$ cat src/rtl/rmc_pkg.sv
`default_nettype none

package rmc_pkg;

  localparam int REG_COUNT = 16;
  localparam int ADDR_W = 4;

  localparam logic [3:0] ADDR_PRIMARY_CTRL = 4'h0;
  localparam logic [3:0] ADDR_SECONDARY_CTRL = 4'h1;
  localparam logic [3:0] ADDR_SECONDS = 4'h2;
  localparam logic [3:0] ADDR_MINUTES = 4'h3;
  localparam logic [3:0] ADDR_HOURS = 4'h4;
  localparam logic [3:0] ADDR_DAY_OF_MONTH = 4'h5;
  localparam logic [3:0] ADDR_DAY_OF_WEEK = 4'h6;
  localparam logic [3:0] ADDR_MONTH_CENTURY = 4'h7;
  localparam logic [3:0] ADDR_YEAR = 4'h8;
  localparam logic [3:0] ADDR_ALARM_MINUTE = 4'h9;
  localparam logic [3:0] ADDR_ALARM_HOUR = 4'ha;
  localparam logic [3:0] ADDR_ALARM_DAY = 4'hb;
  localparam logic [3:0] ADDR_ALARM_WEEKDAY = 4'hc;
  localparam logic [3:0] ADDR_SQUARE_WAVE = 4'hd;
  localparam logic [3:0] ADDR_COUNTDOWN_CTRL = 4'he;
  localparam logic [3:0] ADDR_COUNTDOWN_VALUE = 4'hf;

  // field positions
  localparam int EXT_CLOCK_TEST_BIT = 7;
  localparam int STOP_BIT = 5;
  localparam int FACTORY_TEST_BIT = 3;
  localparam int PULSE_MODE_BIT = 4;
  localparam int ALARM_FLAG_BIT = 3;
  localparam int TIMER_FLAG_BIT = 2;
  localparam int ALARM_INT_EN_BIT = 1;
  localparam int TIMER_INT_EN_BIT = 0;
  localparam int VOLTAGE_LOW_BIT = 7;
  localparam int CENTURY_BIT = 7;
  localparam int MATCH_EN_BIT = 7;
  localparam int SQ_EN_BIT = 7;
  localparam int RUN_EN_BIT = 7;

  // implemented bits per register, index = address
  localparam logic [7:0] IMPL_MASK [REG_COUNT] = '{
    8'ha8, 8'h1f, 8'hff, 8'h7f, 8'h3f, 8'h3f, 8'h07, 8'h9f,
    8'hff, 8'hff, 8'hbf, 8'hbf, 8'h87, 8'h83, 8'h83, 8'hff
  };

  localparam logic [7:0] RESET_VAL [REG_COUNT] = '{
    8'h08, 8'h00, 8'h80, 8'h00, 8'h00, 8'h01, 8'h00, 8'h01,
    8'h00, 8'h80, 8'h80, 8'h80, 8'h80, 8'h80, 8'h03, 8'h00
  };

  // bcd limits
  localparam logic [7:0] SEC_MAX = 8'h59;
  localparam logic [7:0] MIN_MAX = 8'h59;
  localparam logic [7:0] HOUR_MAX = 8'h23;
  localparam logic [7:0] WDAY_MAX = 8'h06;
  localparam logic [7:0] MONTH_MAX = 8'h12;
  localparam logic [7:0] YEAR_MAX = 8'h99;
  localparam logic [7:0] BCD_ZERO = 8'h00;
  localparam logic [7:0] BCD_ONE = 8'h01;
  localparam logic [7:0] DAYS_28 = 8'h28;
  localparam logic [7:0] DAYS_29 = 8'h29;
  localparam logic [7:0] DAYS_30 = 8'h30;
  localparam logic [7:0] DAYS_31 = 8'h31;

  // divider: enable arrives at twice the crystal rate
  localparam int OSC_TICK_HZ = 65536;
  localparam int DIV_W = 16;
  localparam int TAP_1024HZ = 5;
  localparam int TAP_32HZ = 10;
  localparam int TAP_1HZ = 15;

  localparam logic [1:0] SQ_SEL_32K = 2'h0;
  localparam logic [1:0] SQ_SEL_1024 = 2'h1;
  localparam logic [1:0] SQ_SEL_32 = 2'h2;
  localparam logic [1:0] SQ_SEL_1 = 2'h3;

endpackage : rmc_pkg

`default_nettype wire

$ cat src/rtl/rmc_divider.sv
`default_nettype none

module rmc_divider (
  input wire logic i_clk,
  input wire logic i_rst,
  input wire logic i_osc_tick,
  input wire logic i_stop,
  input wire logic i_sq_en,
  input wire logic [1:0] i_sq_sel,
  output logic o_sec_tick,
  output logic o_square_wave
);

  logic [rmc_pkg::DIV_W-1:0] chain_reg;
  logic [rmc_pkg::DIV_W-1:0] chain_next;
  logic crystal_phase_reg;
  logic wrap;
  logic sq_sel_level;

  // crystal phase lives outside the chain so stop leaves it running
  assign chain_next = {chain_reg[rmc_pkg::DIV_W-1:1] + 15'h0001, 1'b0};
  assign wrap = i_osc_tick && (&chain_reg[rmc_pkg::DIV_W-1:1]) && crystal_phase_reg;

  assign sq_sel_level =
    (i_sq_sel == rmc_pkg::SQ_SEL_32K) ? crystal_phase_reg :
    (i_sq_sel == rmc_pkg::SQ_SEL_1024) ? chain_reg[rmc_pkg::TAP_1024HZ] :
    (i_sq_sel == rmc_pkg::SQ_SEL_32) ? chain_reg[rmc_pkg::TAP_32HZ] :
    chain_reg[rmc_pkg::TAP_1HZ];

  always_ff @(posedge i_clk) begin
    if (i_rst) begin
      crystal_phase_reg <= 1'b0;
    end else if (i_osc_tick) begin
      crystal_phase_reg <= ~crystal_phase_reg;
    end
  end

  // one clock only, so the clear acts on the next edge and holds while stop is set
  always_ff @(posedge i_clk) begin
    if (i_rst || i_stop) begin
      chain_reg <= '0;
    end else if (i_osc_tick && crystal_phase_reg) begin
      chain_reg <= chain_next;
    end
  end

  always_ff @(posedge i_clk) begin
    if (i_rst) begin
      o_sec_tick <= 1'b0;
      o_square_wave <= 1'b0;
    end else begin
      o_sec_tick <= wrap && !i_stop;
      o_square_wave <= i_sq_en && sq_sel_level;
    end
  end

endmodule : rmc_divider

`default_nettype wire

$ cat src/rtl/rmc_regmap.sv
`default_nettype none

module rmc_regmap (
  input wire logic i_clk,
  input wire logic i_rst,
  input wire logic i_osc_tick,
  input wire logic i_acc_begin,
  input wire logic [3:0] i_acc_addr,
  input wire logic i_acc_active,
  input wire logic i_wr_strobe,
  input wire logic [7:0] i_wr_data,
  input wire logic i_rd_strobe,
  input wire logic i_alarm_event,
  input wire logic i_timer_event,
  output logic [7:0] o_rd_data,
  output logic o_rd_valid,
  output logic [3:0] o_pointer,
  output logic o_frozen,
  output logic o_sec_tick,
  output logic o_square_wave_output,
  output logic o_ext_clock_test_mode,
  output logic o_factory_test_mode,
  output logic o_timer_int_pulse_mode,
  output logic o_alarm_flag,
  output logic o_timer_flag,
  output logic o_alarm_int_en,
  output logic o_timer_int_en,
  output logic o_countdown_run_en,
  output logic [1:0] o_countdown_source_sel,
  output logic [7:0] o_countdown_value
);

  // bcd increment with wrap: returns {carry, value}
  function automatic logic [8:0] bcd_inc(
    input logic [7:0] v,
    input logic [7:0] vmax,
    input logic [7:0] vmin
  );
    logic [7:0] r;
    logic c;
    c = 1'b0;
    if (v >= vmax) begin
      r = vmin;
      c = 1'b1;
    end else if (v[3:0] >= 4'h9) begin
      r = {v[7:4] + 4'h1, 4'h0};
    end else begin
      r = {v[7:4], v[3:0] + 4'h1};
    end
    return {c, r};
  endfunction : bcd_inc

  // two-digit bcd year divisible by four
  function automatic logic leap_year(input logic [7:0] y);
    logic ok;
    ok = 1'b0;
    if (!y[4]) begin
      ok = (y[3:0] == 4'h0) || (y[3:0] == 4'h4) || (y[3:0] == 4'h8);
    end else begin
      ok = (y[3:0] == 4'h2) || (y[3:0] == 4'h6);
    end
    return ok;
  endfunction : leap_year

  function automatic logic [7:0] month_days(
    input logic [7:0] m,
    input logic [7:0] y
  );
    logic [7:0] d;
    d = rmc_pkg::DAYS_31;
    case (m)
      8'h02: begin
        d = leap_year(y) ? rmc_pkg::DAYS_29 : rmc_pkg::DAYS_28;
      end
      8'h04, 8'h06, 8'h09, 8'h11: begin
        d = rmc_pkg::DAYS_30;
      end
      default: begin
        d = rmc_pkg::DAYS_31;
      end
    endcase
    return d;
  endfunction : month_days

  logic [7:0] regs_reg [rmc_pkg::REG_COUNT];
  logic [3:0] ptr_reg;
  logic [3:0] ptr_next;
  logic pending_reg;
  logic [7:0] rd_data_reg;
  logic rd_valid_reg;
  logic frozen_reg;

  // control fields straight out of the register file
  logic stop_bit;
  logic sq_en;
  logic [1:0] sq_sel;
  logic div_sec_tick;

  assign stop_bit = regs_reg[rmc_pkg::ADDR_PRIMARY_CTRL][rmc_pkg::STOP_BIT];
  assign sq_en = regs_reg[rmc_pkg::ADDR_SQUARE_WAVE][rmc_pkg::SQ_EN_BIT];
  assign sq_sel = regs_reg[rmc_pkg::ADDR_SQUARE_WAVE][1:0];

  rmc_divider u_divider (
    .i_clk(i_clk),
    .i_rst(i_rst),
    .i_osc_tick(i_osc_tick),
    .i_stop(stop_bit),
    .i_sq_en(sq_en),
    .i_sq_sel(sq_sel),
    .o_sec_tick(div_sec_tick),
    .o_square_wave(o_square_wave_output)
  );

  // pointer: a new start address wins over a byte strobe in the same cycle
  logic byte_done;
  assign byte_done = i_wr_strobe || i_rd_strobe;
  assign ptr_next = i_acc_begin ? i_acc_addr :
                    byte_done ? ptr_reg + 4'h1 :
                    ptr_reg;

  always_ff @(posedge i_clk) begin
    if (i_rst) begin
      ptr_reg <= 4'h0;
    end else begin
      ptr_reg <= ptr_next;
    end
  end

  // freeze handling: one tick may wait; a second tick during the same access
  // releases the waiting one, so the counters never lag more than a second
  logic apply_tick;
  logic pending_next;
  assign apply_tick = i_acc_active ? (div_sec_tick && pending_reg) :
                      (div_sec_tick || pending_reg);
  assign pending_next = i_acc_active ? (pending_reg || div_sec_tick) : 1'b0;

  always_ff @(posedge i_clk) begin
    if (i_rst) begin
      pending_reg <= 1'b0;
      frozen_reg <= 1'b0;
    end else begin
      pending_reg <= pending_next;
      frozen_reg <= i_acc_active;
    end
  end

  // time advance, all in bcd
  logic [7:0] sec_cur;
  logic [7:0] min_cur;
  logic [7:0] hour_cur;
  logic [7:0] date_cur;
  logic [7:0] wday_cur;
  logic [7:0] mon_cur;
  logic [7:0] year_cur;
  logic [8:0] sec_inc;
  logic [8:0] min_inc;
  logic [8:0] hour_inc;
  logic [8:0] date_inc;
  logic [8:0] wday_inc;
  logic [8:0] mon_inc;
  logic [8:0] year_inc;
  logic c_sec;
  logic c_min;
  logic c_hour;
  logic c_mon;

  assign sec_cur = {1'b0, regs_reg[rmc_pkg::ADDR_SECONDS][6:0]};
  assign min_cur = regs_reg[rmc_pkg::ADDR_MINUTES];
  assign hour_cur = regs_reg[rmc_pkg::ADDR_HOURS];
  assign date_cur = regs_reg[rmc_pkg::ADDR_DAY_OF_MONTH];
  assign wday_cur = regs_reg[rmc_pkg::ADDR_DAY_OF_WEEK];
  assign mon_cur = {3'h0, regs_reg[rmc_pkg::ADDR_MONTH_CENTURY][4:0]};
  assign year_cur = regs_reg[rmc_pkg::ADDR_YEAR];

  assign sec_inc = bcd_inc(sec_cur, rmc_pkg::SEC_MAX, rmc_pkg::BCD_ZERO);
  assign min_inc = bcd_inc(min_cur, rmc_pkg::MIN_MAX, rmc_pkg::BCD_ZERO);
  assign hour_inc = bcd_inc(hour_cur, rmc_pkg::HOUR_MAX, rmc_pkg::BCD_ZERO);
  assign date_inc = bcd_inc(date_cur, month_days(mon_cur, year_cur), rmc_pkg::BCD_ONE);
  assign wday_inc = bcd_inc(wday_cur, rmc_pkg::WDAY_MAX, rmc_pkg::BCD_ZERO);
  assign mon_inc = bcd_inc(mon_cur, rmc_pkg::MONTH_MAX, rmc_pkg::BCD_ONE);
  assign year_inc = bcd_inc(year_cur, rmc_pkg::YEAR_MAX, rmc_pkg::BCD_ZERO);

  assign c_sec = apply_tick && sec_inc[8];
  assign c_min = c_sec && min_inc[8];
  assign c_hour = c_min && hour_inc[8];
  assign c_mon = c_hour && date_inc[8] && mon_inc[8];

  // write decode; unimplemented bits are dropped on the way in
  logic wr_en;
  logic [7:0] wr_masked;
  assign wr_en = i_wr_strobe && !i_acc_begin;
  assign wr_masked = i_wr_data & rmc_pkg::IMPL_MASK[ptr_reg];

  // flags: hardware set wins over a host clear in the same cycle
  logic wr_ctrl2;
  logic alarm_flag_next;
  logic timer_flag_next;
  logic [7:0] ctrl2_cur;
  assign wr_ctrl2 = wr_en && (ptr_reg == rmc_pkg::ADDR_SECONDARY_CTRL);
  assign ctrl2_cur = regs_reg[rmc_pkg::ADDR_SECONDARY_CTRL];
  assign alarm_flag_next = i_alarm_event ||
    (ctrl2_cur[rmc_pkg::ALARM_FLAG_BIT] &&
     !(wr_ctrl2 && !i_wr_data[rmc_pkg::ALARM_FLAG_BIT]));
  assign timer_flag_next = i_timer_event ||
    (ctrl2_cur[rmc_pkg::TIMER_FLAG_BIT] &&
     !(wr_ctrl2 && !i_wr_data[rmc_pkg::TIMER_FLAG_BIT]));

  always_ff @(posedge i_clk) begin
    if (i_rst) begin
      for (int i = 0; i < rmc_pkg::REG_COUNT; i++) begin
        regs_reg[i] <= rmc_pkg::RESET_VAL[i];
      end
    end else begin
      // time counters advance first, a host write to the same byte wins
      if (apply_tick) begin
        regs_reg[rmc_pkg::ADDR_SECONDS][6:0] <= sec_inc[6:0];
      end
      if (c_sec) begin
        regs_reg[rmc_pkg::ADDR_MINUTES] <= min_inc[7:0];
      end
      if (c_min) begin
        regs_reg[rmc_pkg::ADDR_HOURS] <= hour_inc[7:0];
      end
      if (c_hour) begin
        regs_reg[rmc_pkg::ADDR_DAY_OF_MONTH] <= date_inc[7:0];
        regs_reg[rmc_pkg::ADDR_DAY_OF_WEEK] <= wday_inc[7:0];
      end
      if (c_hour && date_inc[8]) begin
        regs_reg[rmc_pkg::ADDR_MONTH_CENTURY][4:0] <= mon_inc[4:0];
      end
      if (c_mon) begin
        regs_reg[rmc_pkg::ADDR_YEAR] <= year_inc[7:0];
      end
      // a century bit flips when the year rolls 99 to 00
      if (c_mon && year_inc[8]) begin
        regs_reg[rmc_pkg::ADDR_MONTH_CENTURY][rmc_pkg::CENTURY_BIT] <=
          ~regs_reg[rmc_pkg::ADDR_MONTH_CENTURY][rmc_pkg::CENTURY_BIT];
      end
      if (wr_en && !wr_ctrl2) begin
        regs_reg[ptr_reg] <= wr_masked;
      end
      if (wr_ctrl2) begin
        regs_reg[rmc_pkg::ADDR_SECONDARY_CTRL][4] <= i_wr_data[rmc_pkg::PULSE_MODE_BIT];
        regs_reg[rmc_pkg::ADDR_SECONDARY_CTRL][1:0] <= i_wr_data[1:0];
      end
      regs_reg[rmc_pkg::ADDR_SECONDARY_CTRL][rmc_pkg::ALARM_FLAG_BIT] <= alarm_flag_next;
      regs_reg[rmc_pkg::ADDR_SECONDARY_CTRL][rmc_pkg::TIMER_FLAG_BIT] <= timer_flag_next;
    end
  end

  // read path: data of the byte at the pointer, one cycle after the strobe
  logic rd_en;
  logic [7:0] rd_word;
  assign rd_en = i_rd_strobe && !i_acc_begin;
  assign rd_word = regs_reg[ptr_reg] & rmc_pkg::IMPL_MASK[ptr_reg];

  always_ff @(posedge i_clk) begin
    if (i_rst) begin
      rd_data_reg <= 8'h00;
      rd_valid_reg <= 1'b0;
    end else begin
      rd_valid_reg <= rd_en;
      if (rd_en) begin
        rd_data_reg <= rd_word;
      end
    end
  end

  // the test bits only steer outside logic; leaving them set is the host's
  // problem, this block keeps time regardless
  assign o_ext_clock_test_mode =
    regs_reg[rmc_pkg::ADDR_PRIMARY_CTRL][rmc_pkg::EXT_CLOCK_TEST_BIT];
  assign o_factory_test_mode =
    regs_reg[rmc_pkg::ADDR_PRIMARY_CTRL][rmc_pkg::FACTORY_TEST_BIT];
  assign o_timer_int_pulse_mode = ctrl2_cur[rmc_pkg::PULSE_MODE_BIT];
  assign o_alarm_flag = ctrl2_cur[rmc_pkg::ALARM_FLAG_BIT];
  assign o_timer_flag = ctrl2_cur[rmc_pkg::TIMER_FLAG_BIT];
  assign o_alarm_int_en = ctrl2_cur[rmc_pkg::ALARM_INT_EN_BIT];
  assign o_timer_int_en = ctrl2_cur[rmc_pkg::TIMER_INT_EN_BIT];
  assign o_countdown_run_en =
    regs_reg[rmc_pkg::ADDR_COUNTDOWN_CTRL][rmc_pkg::RUN_EN_BIT];
  assign o_countdown_source_sel = regs_reg[rmc_pkg::ADDR_COUNTDOWN_CTRL][1:0];
  assign o_countdown_value = regs_reg[rmc_pkg::ADDR_COUNTDOWN_VALUE];
  assign o_rd_data = rd_data_reg;
  assign o_rd_valid = rd_valid_reg;
  assign o_pointer = ptr_reg;
  assign o_frozen = frozen_reg;
  assign o_sec_tick = div_sec_tick;

endmodule : rmc_regmap

`default_nettype wire

$ cat config.mk
export PLATFORM = sky130hd
export DESIGN_NAME = rmc_regmap
export DESIGN_NICKNAME = d
export VERILOG_FILES = /design/src/rtl/rmc_pkg.sv /design/src/rtl/rmc_divider.sv /design/src/rtl/rmc_regmap.sv
export SDC_FILE = /design/constraint.sdc
export NUM_CORES = 1
export LEC_CHECK = 0
export BUFFER_PORTS_ARGS = -buffer_cell sky130_fd_sc_hd__buf_2
export CAP_MARGIN = 20
export CORE_MARGIN = 2
export CORE_UTILIZATION = 61
export CTS_CLUSTER_SIZE = 8
export DETAILED_ROUTE_END_ITERATION = 6
export PLACE_DENSITY = 0.82
export SLEW_MARGIN = 5
export SYNTH_ARGS = -nofsm -noshare
export SYNTH_HDL_FRONTEND = slang
export SYNTH_HIERARCHICAL = 1
export SYNTH_SLANG_ARGS = --single-unit
export TNS_END_PERCENT = 10
$ cat constraint.sdc
create_clock -name i_clk -period 4.2 [get_ports i_clk]
set_input_delay 0.21 -clock i_clk [delete_from_list [all_inputs] [get_ports i_clk]]
set_output_delay 0.21 -clock i_clk [all_outputs]
set_load 0.01 [all_outputs]
==> impl_metrics.json <==
{
  "grt_pass1_wl_mm": 37.98,
  "die_h_um": 125.8,
  "grt_pass1_vias": 6778,
  "synth_cells": 806,
  "synth_area_um2": 9054,
  "synth.yosys.seq_area_share_pct": 50.41,
  "gp_congestion": 0.9687,
  "via_per_inst": 6.685,
  "cts_made_buffers": 17,
  "rows": 44,
  "synthToLayoutAreaGrowth_pct": 10.79,
  "coreArea_um2": 14530,
  "end_kind": "flop",
  "min_period_over_period_pct": 82.78,
  "vias": 6993,
  "cts_root_buffer": "clkbuf_16",
  "htreeDepth": 4,
  "fill_cells": 1034,
  "cts_setup_buffers": 0,
  "tightest_slew_ns": 0.9869,
  "detail_route.wirelength_mm": 24.78,
  "layout_min_cycle_time_ns": 3.477,
  "outcome": "finished clean",
  "p_leak_nw": 3.725,
  "wl_per_cell_um": 23.69,
  "cp_max_fo": 7,
  "insertion_delay_ns": 0.44,
  "antenna_found_initial": 0,
  "port_buffers": 54,
  "hold_viol": 0,
  "ant_nets": 0,
  "io_pins": 55,
  "drtPass1Iterations": 5,
  "path_clk_slew_ns": 0.06,
  "async_flop_share_pct": 0,
  "drtIter0Drc": 983,
  "rsz0062_at_grt": "no",
  "drive_gt1_share_pct": 15.33,
  "synth-seq-cells": 165,
  "track_usage_pct": 31.99,
  "cts.sinks": 165,
  "synth_ff_type": "edfxtp_1",
  "path_class": "reg -> reg",
  "max-clock-path-buffers": 2,
  "fin_setup_tns_ns": 0,
  "ir_drop_mv": 0.3050,
  "worst_clock_skew_ns": 0.01215,
  "ctsResizeCount": 0,
  "drv_cap": 0,
  "start_util_pct": 62.29,
  "hold_path.class": "in -> reg",
  "power_density_nw_per_um2": 396.9,
  "worst_ep_arrival_time_ns": 3.72,
  "p_total_mw": 3.981,
  "fmax_mhz": 287.6,
  "drc": 0,
  "cp-start-kind": "flop",
  "largest_reg_flops": 128,
  "ys_types": 75,
  "slew-limit-headroom_pct": 33.31,
  "synth_edf_count": 126,
  "finalMaxSlewViolations": 0,
  "setup_viol": 0,
  "die-area_um2": 15830,
  "crit_required_ns": 4.45,
  "grt_overflow": 0,
  "yosysWarnings": 6,
  "hpwl_mm": 17.39,
  "nNetsFinal": 917,
  "grt_max_degree": 30,
  "cts_tree": "built",
  "die_w_um": 125.8,
  "syn_area_per_cell_um2": 11.23
}
## worst max-delay path: stages (launching register included)
cell      delay, ns
edfxtp_1       0.44
inv_1          0.11
ha_1           0.22
nand2b_1       0.09
a21boi_0       0.19
o221ai_1       0.14
a21oi_1        0.16
a31oi_1        0.06
ha_1           0.29
or4b_1         0.53
nand4_1        0.12
nand3_2        0.11
or3b_1         0.50
o32ai_1        0.32
## worst paths after layout
path,startpoint,end,slack [ns],cells after the start
worst min register to register,o_rd_data[0]$_SDFFE_PP0P_,o_rd_data[0]$_SDFFE_PP0P_,0.46,2
worst min-delay path,i_alarm_event,regs_reg[1][3]$_DFF_P_,0.06,3
worst max-delay path,regs_reg[8][0]$_DFFE_PP_,regs_reg[5][3]$_DFFE_PP_,0.72,13
worst max register to register,regs_reg[8][0]$_DFFE_PP_,regs_reg[5][3]$_DFFE_PP_,0.72,13
## power by group
| part | internal (mW) | switching (mW) |
|---|---|---|
| Clock | 1.05 | 0.649 |
| Sequential | 1.81 | 0.0804 |
| Combinational | 0.141 | 0.245 |
| Total | 3.01 | 0.975 |
## cell families (layout without fill, tap and decap cells)
logic type,after synthesis,after routing,share of synthesized area (%)
AO/OA/AOI/OAI,146,146,11.11
multiplexers,49,49,8.803
buffers and inverters,86,133,4.422
AND/OR/NAND/NOR,285,285,16.10
XOR/XNOR,27,27,2.612
flip-flops,165,165,50.41
other,1,10,0.04142
adder cells (fa/ha/maj),47,47,6.495
## stage by stage
stage / std cells / util [%] / hold slack (ns) / setup slack (ns) / instance area (µm²)
detailed placement: 1013 / 64.57 / 0.4501 / 0.7568 / 9384
floorplan: 814 / - / 0.2824 / 1.098 / 9084
CTS: 1045 / 69.00 / 0.04486 / 0.7483 / 10030
finish: 1046 / 69.02 / 0.06026 / 0.7234 / 10030
global placement: 1013 / 64.57 / 0.4386 / 0.8847 / 9384
global route: 1045 / 69.00 / 0.06150 / 0.4754 / 10030
## per-layer routing
metal / vias up / track usage (%) / share of wire, %
met5: - / 0 / 0
met4: 0 / 15.45 / 4.4
met3: 80 / 9.941 / 12
met2: 428 / 47.63 / 45
met1: 3384 / 43.12 / 39
li1: 3101 / - / -
## timing repair
action	4_1_cts	5_1_grt
hold buffers	1	0
endpoints found under the hold margin	1	0
endpoints found under the setup margin	0	0
## cell usage after synthesis, types with 8 or more instances
cell type | number | area [µm²]
o21ai_0 | 17 | 85.08
nor2b_1 | 13 | 81.33
o31ai_1 | 12 | 90.09
ha_1 | 47 | 588.1
clkbuf_1 | 23 | 86.33
dfxtp_1 | 39 | 780.8
buf_2 | 9 | 45.04
a21oi_1 | 25 | 125.1
xor2_1 | 12 | 105.1
inv_1 | 41 | 153.9
o22ai_1 | 30 | 187.7
and2_1 | 10 | 62.56
nand2_1 | 69 | 259.0
edfxtp_1 | 126 | 3784
xnor2_1 | 15 | 131.4
nor2_1 | 80 | 300.3
nand4_1 | 11 | 68.82
and3_1 | 8 | 50.05
nand3_1 | 38 | 190.2
mux4_2 | 23 | 518.0
o32ai_1 | 10 | 87.58
mux2i_1 | 23 | 230.2
## area by class of cell
| class | count | area (µm²) | area share [%] |
|---|---|---|---|
| Antenna cell | 1 | 2.502 | 0.02495 |
| Clock buffer | 19 | 432.9 | 4.316 |
| Clock inverter | 12 | 201.4 | 2.008 |
| Inverter | 41 | 153.9 | 1.534 |
| Multi-Input combinational cell | 563 | 4119 | 41.06 |
| Sequential cell | 165 | 4566 | 45.52 |
| Tap cell | 184 | 230.2 | 2.295 |
| Timing Repair Buffer | 61 | 325.3 | 3.243 |
## placed cells by master, fill, tap and decap left out, types with 10 or more instances in the layout
| cell type | count |
|---|---|
| edfxtp_1 | 126 |
| nor2_1 | 80 |
| nand2_1 | 69 |
| buf_2 | 54 |
| ha_1 | 47 |
| inv_1 | 41 |
| nand3_1 | 38 |
| dfxtp_1 | 38 |
| o22ai_1 | 30 |
| a21oi_1 | 25 |
| mux4_2 | 23 |
| mux2i_1 | 23 |
| clkbuf_16 | 17 |
| o21ai_0 | 16 |
| xnor2_1 | 15 |
| nor2b_1 | 13 |
| xor2_1 | 12 |
| o31ai_1 | 12 |
| nand4_1 | 11 |
| and2_1 | 10 |
| o32ai_1 | 10 |
Power figures use the tool's default switching activity.
